==> config.mk <==
export PLATFORM = sky130hd
export DESIGN_NAME = hsp_top
export DESIGN_NICKNAME = d
export VERILOG_FILES = /design/src/core/hsp_strap_latch.v /design/src/core/hsp_top.v
export VERILOG_INCLUDE_DIRS = /design/src /design/src/core
export SDC_FILE = /design/constraint.sdc
export NUM_CORES = 1
export LEC_CHECK = 0
export ABC_AREA = 1
export BUFFER_PORTS_ARGS = -buffer_cell sky130_fd_sc_hd__buf_4
export CAP_MARGIN = 20
export CELL_PAD_IN_SITES_DETAIL_PLACEMENT = 0
export CELL_PAD_IN_SITES_GLOBAL_PLACEMENT = 1
export CORE_ASPECT_RATIO = 1.1
export CORE_MARGIN = 3
export CORE_UTILIZATION = 33
export DETAILED_ROUTE_END_ITERATION = 8
export GPL_TIMING_DRIVEN = 0
export PLACE_DENSITY = 0.79
export SLEW_MARGIN = 0
export SYNTH_ARGS = -nofsm -noshare
export SYNTH_HDL_FRONTEND = slang
export SYNTH_HIERARCHICAL = 1
export SYNTH_SLANG_ARGS = --single-unit
==> constraint.sdc <==
create_clock -name pclk -period 1.25 [get_ports pclk]
set_input_delay 0.125 -clock pclk [delete_from_list [all_inputs] [get_ports pclk]]
set_output_delay 0.125 -clock pclk [all_outputs]
set_load 0.03 [all_outputs]
==> src/core/hsp_defines.vh <==
// Purpose: shared constants of the hub strap and port configuration block
// Assumes: 32-bit APB, one aligned word per register
// Notes:   offsets are byte addresses
`ifndef HSP_DEFINES_VH
`define HSP_DEFINES_VH

`define HSP_NUM_PORTS        7
`define HSP_ADDR_W           12

// register byte offsets
`define HSP_OFS_CTRL         12'h000
`define HSP_OFS_LED          12'h004
`define HSP_OFS_POWER        12'h008
`define HSP_OFS_STATUS       12'h00c
`define HSP_OFS_RAW          12'h010

// control register fields
`define HSP_CTRL_DIS_EN      0
`define HSP_CTRL_SWP_EN      1
`define HSP_CTRL_GANG_EN     2
`define HSP_CTRL_CONNECT     3
`define HSP_CTRL_LED_EN      4
`define HSP_CTRL_W           5
`define HSP_CTRL_RESET       5'h0f

// indicator register fields
`define HSP_LED_PRI_LSB      0
`define HSP_LED_PRI_MSB      6
`define HSP_LED_ENH_LSB      8
`define HSP_LED_ENH_MSB      12
`define HSP_LED_RESET        13'h0000

// power register field
`define HSP_PWR_LSB          0
`define HSP_PWR_MSB          6
`define HSP_PWR_RESET        7'h00

// status and raw strap fields
`define HSP_ST_DIS_LSB       0
`define HSP_ST_DIS_MSB       6
`define HSP_ST_SWP_LSB       8
`define HSP_ST_SWP_MSB       14
`define HSP_ST_GANG          16
`define HSP_ST_SENSE         17
`define HSP_ST_PULLUP        18
`define HSP_ST_SAMPLED       19

`endif

==> src/core/hsp_strap_latch.v <==
// Purpose: capture a strap vector once, at the first edge after reset release
// Assumes: strap pins are stable and undriven by the chip around release
// Notes:   value stays frozen until the next reset
module hsp_strap_latch #(
  parameter WIDTH = 15
) (
  input  wire             pclk,
  input  wire             presetn,
  input  wire [WIDTH-1:0] strap_pins,
  output reg  [WIDTH-1:0] strap_value,
  output reg              strap_done
);

  // async reset loads a constant; the pins are taken by the clock after release
  always @(posedge pclk or negedge presetn)
  begin
    if (!presetn)
    begin
      strap_value <= {WIDTH{1'b0}};
      strap_done  <= 1'b0;
    end
    else if (!strap_done)
    begin
      strap_value <= strap_pins;
      strap_done  <= 1'b1;
    end
  end

endmodule

==> src/core/hsp_top.v <==
// Purpose: reset-time strap capture and per-port pin functions of a seven-port hub
// Assumes: strap and sense inputs are synchronous to pclk; APB slave at 250 MHz
// Notes:   shared pins are released for straps until capture is done
//          option enables act at use, so clearing one drops a captured strap at once
//          straps are taken once; a board change is seen only after a new reset
// Function
// - upstream pull-up follows the upstream supply sense input
// - port disable strap sampled at reset release; high marks port disabled
// - sampled strap used only while its strap option is enabled
// - port power enables are active high
// - primary indicators driven when indicator support is enabled
// - polarity swap strap sampled at reset release, sets port data polarity
// - swap 0 normal, indicator active high; swap 1 swapped, active low
// - enhanced indicators of ports four to seven are active low
// - enhanced port three indicator active high unless ganged strap makes it active low
// - ganged strap selects common or per-port power control
// - ganged strap sampled at reset release when its option is enabled
// - ganged 0 individual, port three active high; 1 ganged, active low
//
// Register access over APB and the placing of the registers are this design's own decisions.
`include "hsp_defines.vh"

module hsp_top (
  input  wire        pclk,
  input  wire        presetn,
  input  wire        psel,
  input  wire        penable,
  input  wire        pwrite,
  input  wire [11:0] paddr,
  input  wire [31:0] pwdata,
  output reg  [31:0] prdata,
  output reg         pready,
  output reg         pslverr,
  input  wire        upstream_supply_sense,
  output reg         upstream_pullup_enable,
  input  wire [6:0]  port_disable_strap_plus,
  input  wire [6:0]  port_disable_strap_minus,
  output reg  [6:0]  downstream_port_enable,
  output reg  [6:0]  downstream_polarity_swap,
  output reg  [6:0]  port_power_enable,
  output reg         gang_mode,
  input  wire [6:0]  port_polarity_swap_strap,
  output reg  [6:0]  primary_port_indicator,
  output reg  [6:0]  primary_port_indicator_oe,
  output reg  [3:0]  enhanced_port_indicator,
  output reg  [3:0]  enhanced_port_indicator_oe,
  input  wire        enhanced_port3_strap,
  output reg         enhanced_port3_indicator,
  output reg         enhanced_port3_indicator_oe
);

  // pin level for an indicator: on state xor active-low polarity
  function [6:0] led_level;
    input [6:0] on;
    input [6:0] active_low;
    begin
      led_level = on ^ active_low;
    end
  endfunction

  // word decode shared by read and write paths
  function addr_hit;
    input [11:0] addr;
    input [11:0] offset;
    begin
      addr_hit = (addr[11:2] == offset[11:2]);
    end
  endfunction

  // status and raw words share one layout for bits 0 to 16; status adds sense, pull-up and sampled bits 17 to 19
  function [31:0] strap_word;
    input [6:0] dis;
    input [6:0] swp;
    input       gang;
    begin
      strap_word                                   = 32'h0000_0000;
      strap_word[`HSP_ST_DIS_MSB:`HSP_ST_DIS_LSB] = dis;
      strap_word[`HSP_ST_SWP_MSB:`HSP_ST_SWP_LSB] = swp;
      strap_word[`HSP_ST_GANG]                    = gang;
    end
  endfunction

  reg  [`HSP_CTRL_W-1:0] ctrl;
  reg  [12:0]            led_cfg;
  reg  [6:0]             power_req;

  wire [14:0]            strap_pins;
  wire [14:0]            strap_value;
  wire                   strap_done;

  wire [6:0]             raw_disable;
  wire [6:0]             raw_swap;
  wire                   raw_gang;
  wire [6:0]             eff_disable;
  wire [6:0]             eff_swap;
  wire                   eff_gang;
  wire                   led_en;

  wire                   apb_setup;
  wire                   apb_access;
  wire                   apb_write;
  wire                   hit_ctrl;
  wire                   hit_led;
  wire                   hit_power;
  wire                   hit_status;
  wire                   hit_raw;
  wire                   hit_any;

  reg  [31:0]            next_prdata;
  reg  [6:0]             next_power;
  reg  [6:0]             next_primary;
  reg  [3:0]             next_enhanced;
  reg                    next_enh3;
  reg                    next_pullup;
  reg  [6:0]             next_port_en;
  reg                    next_led_oe;

  // disable strap: a pulled-up pin on either line of the pair marks the port
  // strap pins: port three gang, polarity swap and disable straps
  assign strap_pins = {enhanced_port3_strap,
                       port_polarity_swap_strap,
                       port_disable_strap_plus | port_disable_strap_minus};

  hsp_strap_latch #(
    .WIDTH       (15)
  ) u_strap_latch (
    .pclk        (pclk),
    .presetn     (presetn),
    .strap_pins  (strap_pins),
    .strap_value (strap_value),
    .strap_done  (strap_done)
  );

  assign raw_disable = strap_value[6:0];
  assign raw_swap    = strap_value[13:7];
  assign raw_gang    = strap_value[14];

  // enable is applied at use, so a cleared option ignores the sampled pin
  // option gating
  assign eff_disable = raw_disable & {7{ctrl[`HSP_CTRL_DIS_EN]}};
  assign eff_swap    = raw_swap & {7{ctrl[`HSP_CTRL_SWP_EN]}};
  assign eff_gang    = raw_gang & ctrl[`HSP_CTRL_GANG_EN];
  assign led_en      = ctrl[`HSP_CTRL_LED_EN];

  assign apb_setup   = psel & ~penable;
  assign apb_access  = psel & penable & ~pready;
  assign apb_write   = psel & penable & pready & pwrite;

  assign hit_ctrl    = addr_hit(paddr, `HSP_OFS_CTRL);
  assign hit_led     = addr_hit(paddr, `HSP_OFS_LED);
  assign hit_power   = addr_hit(paddr, `HSP_OFS_POWER);
  assign hit_status  = addr_hit(paddr, `HSP_OFS_STATUS);
  assign hit_raw     = addr_hit(paddr, `HSP_OFS_RAW);
  assign hit_any     = hit_ctrl | hit_led | hit_power | hit_status | hit_raw;

  // read mux, registered during the first access cycle
  always @*
  begin
    next_prdata = 32'h0000_0000;
    if (hit_ctrl)
    begin
      next_prdata[`HSP_CTRL_W-1:0] = ctrl;
    end
    else if (hit_led)
    begin
      next_prdata[12:0] = led_cfg;
    end
    else if (hit_power)
    begin
      next_prdata[`HSP_PWR_MSB:`HSP_PWR_LSB] = power_req;
    end
    else if (hit_status)
    begin
      next_prdata                  = strap_word(eff_disable, eff_swap, eff_gang);
      next_prdata[`HSP_ST_SENSE]   = upstream_supply_sense;
      next_prdata[`HSP_ST_PULLUP]  = upstream_pullup_enable;
      next_prdata[`HSP_ST_SAMPLED] = strap_done;
    end
    else if (hit_raw)
    begin
      next_prdata = strap_word(raw_disable, raw_swap, raw_gang);
    end
  end

  // one wait state: pready rises in the second access cycle
  always @(posedge pclk or negedge presetn)
  begin
    if (!presetn)
    begin
      pready  <= 1'b0;
      pslverr <= 1'b0;
    end
    else
    begin
      pready  <= apb_access;
      // an unmapped word answers with an error instead of hanging the master
      pslverr <= apb_access & ~hit_any;
    end
  end

  // read data stands from the answer until the next setup clears it
  always @(posedge pclk or negedge presetn)
  begin
    if (!presetn)
    begin
      prdata <= 32'h0000_0000;
    end
    else if (apb_access)
    begin
      prdata <= pwrite ? 32'h0000_0000 : next_prdata;
    end
    else if (apb_setup)
    begin
      prdata <= 32'h0000_0000;
    end
  end

  // writes land only at the completing edge; read-only words ignore writes
  always @(posedge pclk or negedge presetn)
  begin
    if (!presetn)
    begin
      ctrl      <= `HSP_CTRL_RESET;
      led_cfg   <= `HSP_LED_RESET;
      power_req <= `HSP_PWR_RESET;
    end
    else if (apb_write)
    begin
      if (hit_ctrl)
      begin
        ctrl <= pwdata[`HSP_CTRL_W-1:0];
      end
      if (hit_led)
      begin
        led_cfg <= pwdata[12:0];
      end
      if (hit_power)
      begin
        power_req <= pwdata[`HSP_PWR_MSB:`HSP_PWR_LSB];
      end
    end
  end

  // port power: ganged ports all follow port one's request
  always @*
  begin
    if (eff_gang)
    begin
      next_power = {7{power_req[0]}};
    end
    else
    begin
      next_power = power_req;
    end
    next_power = next_power & ~eff_disable & {7{strap_done}};
  end

  // indicator levels per polarity set by the straps; ports four to seven fixed active low
  always @*
  begin
    next_primary  = led_level(led_cfg[`HSP_LED_PRI_MSB:`HSP_LED_PRI_LSB], eff_swap);
    // ports four to seven active low
    next_enhanced = ~led_cfg[`HSP_LED_ENH_MSB:`HSP_LED_ENH_LSB+1];
    // port three polarity from gang strap
    next_enh3     = led_cfg[`HSP_LED_ENH_LSB] ^ eff_gang;
    // connect only with upstream supply present
    next_pullup   = upstream_supply_sense & ctrl[`HSP_CTRL_CONNECT] & strap_done;
  end

  // nothing is usable or driven before the straps have been taken
  always @*
  begin
    next_port_en = ~eff_disable & {7{strap_done}};
    next_led_oe  = led_en & strap_done;
  end

  // port-side outputs; power and enables stay off while straps are being captured
  always @(posedge pclk or negedge presetn)
  begin
    if (!presetn)
    begin
      upstream_pullup_enable   <= 1'b0;
      downstream_port_enable   <= 7'h00;
      downstream_polarity_swap <= 7'h00;
      port_power_enable        <= 7'h00;
      gang_mode                <= 1'b0;
    end
    else
    begin
      upstream_pullup_enable   <= next_pullup;
      downstream_port_enable   <= next_port_en;
      downstream_polarity_swap <= eff_swap;
      port_power_enable        <= next_power;
      gang_mode                <= eff_gang;
    end
  end

  // indicator levels follow the on bits at the polarity the straps chose, fixed active low for ports four to seven
  always @(posedge pclk or negedge presetn)
  begin
    if (!presetn)
    begin
      primary_port_indicator   <= 7'h00;
      enhanced_port_indicator  <= 4'h0;
      enhanced_port3_indicator <= 1'b0;
    end
    else
    begin
      primary_port_indicator   <= next_primary;
      enhanced_port_indicator  <= next_enhanced;
      enhanced_port3_indicator <= next_enh3;
    end
  end

  // shared pins stay released until capture, so the board resistors set the straps
  always @(posedge pclk or negedge presetn)
  begin
    if (!presetn)
    begin
      primary_port_indicator_oe   <= 7'h00;
      enhanced_port_indicator_oe  <= 4'h0;
      enhanced_port3_indicator_oe <= 1'b0;
    end
    else
    begin
      primary_port_indicator_oe   <= {7{next_led_oe}};
      enhanced_port_indicator_oe  <= {4{next_led_oe}};
      enhanced_port3_indicator_oe <= next_led_oe;
    end
  end

endmodule

==> impl_results.md <==
- Max Slew Vio Count: 0
- Cell taking the most area after synthesis: dfrtp_1
- Post-route setup slack: -0.0456 ns
- Post-route DRC: 0
- Highest Clock Rate: 0.772 GHz
- TritonCTS clock tree: built
- Antenna Cells: 0
- Power Total: 6.41 mW
- RSZ-0062 raised after global routing: true
- Pint: 4.86 mW
- Met3 Usage GRT: 3.88%
- Drt wl/cell: 15.1 µm
- Non-Filler Instances: 809
- GRT Total Usage: 16.5%
- Die area: between 10000 and 15000 µm²
- Post-synth EDFFs: 0
- Crit. End Element: flop
- Largest net degree at the start of global routing: 63
- Worst slew pin tran: 0.504 ns
- Ys async rst share: 100%
- Clock skew: approximately 0.0060 ns
- Worst-Skew Late Latency: 0.34 ns
- DP Area: 5610 µm²
- Vias per cell: 4.48
- Failing checks: setup timing
- Setup-failing EPs final: 22
- DR iter-0 viols: 260
- Seq pwr share: a little over 50%
- Tcrit/Tclk final: 104%
- Inst Count DP: approximately 770
- DP HPWL: 9150 µm
- Die height: ~130 µm
- Switching part of the total: roughly 24%
- Antenna violations before repair: 0
- Area delta synth->final: 42.3%
- Synth top area cells: dfrtp_1 53%, nand2_1 13%, buf_4 4.2%, inv_1 4.0%, nand3_1 4.0%
- Bufs on Longest Clock Path: 2
- Hold WC Path Type: in2reg
- Post-Syn Area: 4420 µm²
- Share of the synthesized area in the top cell type: 53.2%
- Yosys warnings: 6
- Critical path class: reg2reg
- Worst-path clk slew: 0.06 ns
- Power per cell area: ~1000 nW/µm²
- Final instance area: 6290 µm²
- Sequential fraction of the synthesis area: 55.6%
- VDD IR-drop max: ~680 µV
- First-pass iteration count of the detailed router: 5
- Mapped Cells: 485
- Vias in the first global route: 3554
- CP arrival: 1.56 ns
- Leakage power: 3.45 nW
- Clk root buf: clkbuf_16
- Top-count cell post-synth: nand2_1
- Core Util, Final: about half
- Ratio of cells with drive above 1 in the final layout: about two fifths
- Gp weighted congestion: about 0.81
- Max-slew headroom: between 60% and 70%
- Hold violation count in the final report: 0
- I/O pin cnt: 153
- Clk sinks: 98
- Synth unique cells: 36
- Initial Util: 34.4%
- M2 GR Usage: 26.6%
- Worst-path fanout max: 4
- Post-synth top cells: 158 x nand2_1, 94 x dfrtp_1, 47 x inv_1
- CP Launch Type: flop
- Status: finished with violations
- TritonCTS Buffers: 9
- H-tree levels: 3
- Most Used Layer, Global Route: met2
- Gr ovfl total: 0
- Final WL: 12200 µm
- I/O Buffers: between 100 and 150
- Core area: 12900 µm²
- Via count: around 3600
- Syn avg cell area: 9.12 µm²
- Ys flop type: dfrtp_1
- Clk pwr share: 38.8%
- Routing usage on met1: 22.4%
- Min Tclk post-route: around 1.3 ns
- Site Rows: 43
- Worst EP required: roughly 1.5 ns
- Die Wd: between 100 and 150 µm
- P_sw: 1.56 mW
- Logic pwr share: under 10%
- Dpl ws: -0.373 ns
- #FFs+latches synth: 98
- Fin nets: between 700 and 800
- Routed Antenna Nets: 0
- First-pass GRT wire length: 18800 µm
- Max-cap check violation count: 0
[final cells by class]
class,instances,area [µm²]
fillers,1255,6570
inverters,49,190
well taps,157,196
plain buffers,34,339
flip-flops and latches,98,2460
repair buffers,142,1200
clock buffers,12,236
clock inverters,4,26.3
multi-input cells,313,1640
[critical path: stages, from the launching register on]
cell	delay, ns
dfrtp_2	0.43
inv_2	0.07
nand3_4	0.07
nor2_4	0.19
nand2_4	0.10
nor2_4	0.12
nand2_2	0.10
o21ai_1	0.14
[cell families after synthesis]
family / after synthesis / share of synthesized area, %
AND/OR/NAND/NOR: 233 / 23.7
flip-flops: 98 / 55.6
buffers and inverters: 86 / 11.1
AO/OA/AOI/OAI: 58 / 7.84
XOR/XNOR: 8 / 1.58
other: 2 / 0.170
[path summary, 6_finish.rpt]
check	from	cells past startpoint	end	slack, ns
min in group asynchronous	presetn	2	downstream_polarity_swap[0]$_DFF_PN0_	0.30
min	pwdata[9]	3	led_cfg[9]$_DFFE_PN0P_	0.03
max reg2reg	pready$_DFF_PN0_	7	prdata[16]$_DFFE_PN0P_	-0.05
min reg2reg	led_cfg[10]$_DFFE_PN0P_	1	enhanced_port_indicator[1]$_DFF_PN0_	0.45
max in group asynchronous	presetn	3	ctrl[3]$_DFFE_PN1P_	0.23
max	pready$_DFF_PN0_	7	prdata[16]$_DFFE_PN0P_	-0.05
[layer usage]
metal | vias up | part of all wire, %
li1 | 1810 | -
met1 | 1704 | 44
met2 | 95 | 49
met3 | 12 | 5.0
met4 | 0 | 1.2
met5 | - | 0
[metrics by stage]
step,hold WS [ns],TNS [ns]
after detailed placement,0.118,-11.51
after global routing,0.0252,-2.13
final,0.0269,-0.370
after floorplan,-0.171,-0.192
after CTS,0.0180,-0.379
after global placement,0.327,-10.44
[power by group through the flow]
stage	Clock, mW	Sequential (mW)	Combinational, mW
after floorplan	0	3.36	0.264
after global placement	0	3.36	0.558
after detailed placement	0	3.36	0.578
after CTS	2.56	3.30	0.623
after global routing	2.69	3.31	0.687
final	2.49	3.30	0.624
[cells in the final DEF, fill, tap and decap left out, drive strengths merged]
cell | netlist | layout
nor2 | 15 | 15
conb | 2 | 14
clkinvlp | 0 | 1
and2 | 1 | 1
nand3 | 37 | 37
nand2 | 169 | 169
xnor2 | 6 | 6
dlygate4sd3 | 0 | 9
nor4 | 1 | 1
nand4 | 1 | 1
clkbuf | 2 | 13
o211ai | 6 | 6
nand3b | 1 | 1
nor3 | 1 | 1
or2 | 7 | 7
buf | 35 | 166
xor2 | 2 | 2
dfstp | 4 | 4
dfrtp | 94 | 94
o21ai | 31 | 31
a21oi | 15 | 15
inv | 48 | 49
clkinv | 1 | 3
a21boi | 6 | 6
[sequential cells by signal (all words and copies together) (netlist names)]
signal	count
prdata	19
u_strap_latch/strap_value	15
led_cfg	13
downstream_polarity_swap	7
downstream_port_enable	7
port_power_enable	7
power_req	7
primary_port_indicator	7
ctrl	5
enhanced_port_indicator	4
enhanced_port3_indicator	1
enhanced_port3_indicator_oe	1
gang_mode	1
pready	1
pslverr	1
u_strap_latch/strap_done	1
upstream_pullup_enable	1
[what timing repair did]
action,4_1_cts,5_1_grt
hold buffers,9,0
cloned,0,1
pin swaps,4,7
resized for setup,23,44
endpoints found under the hold margin,42,0
setup endpoints to repair,72,41
setup buffers,9,4
(Power assumes the default switching activity.)
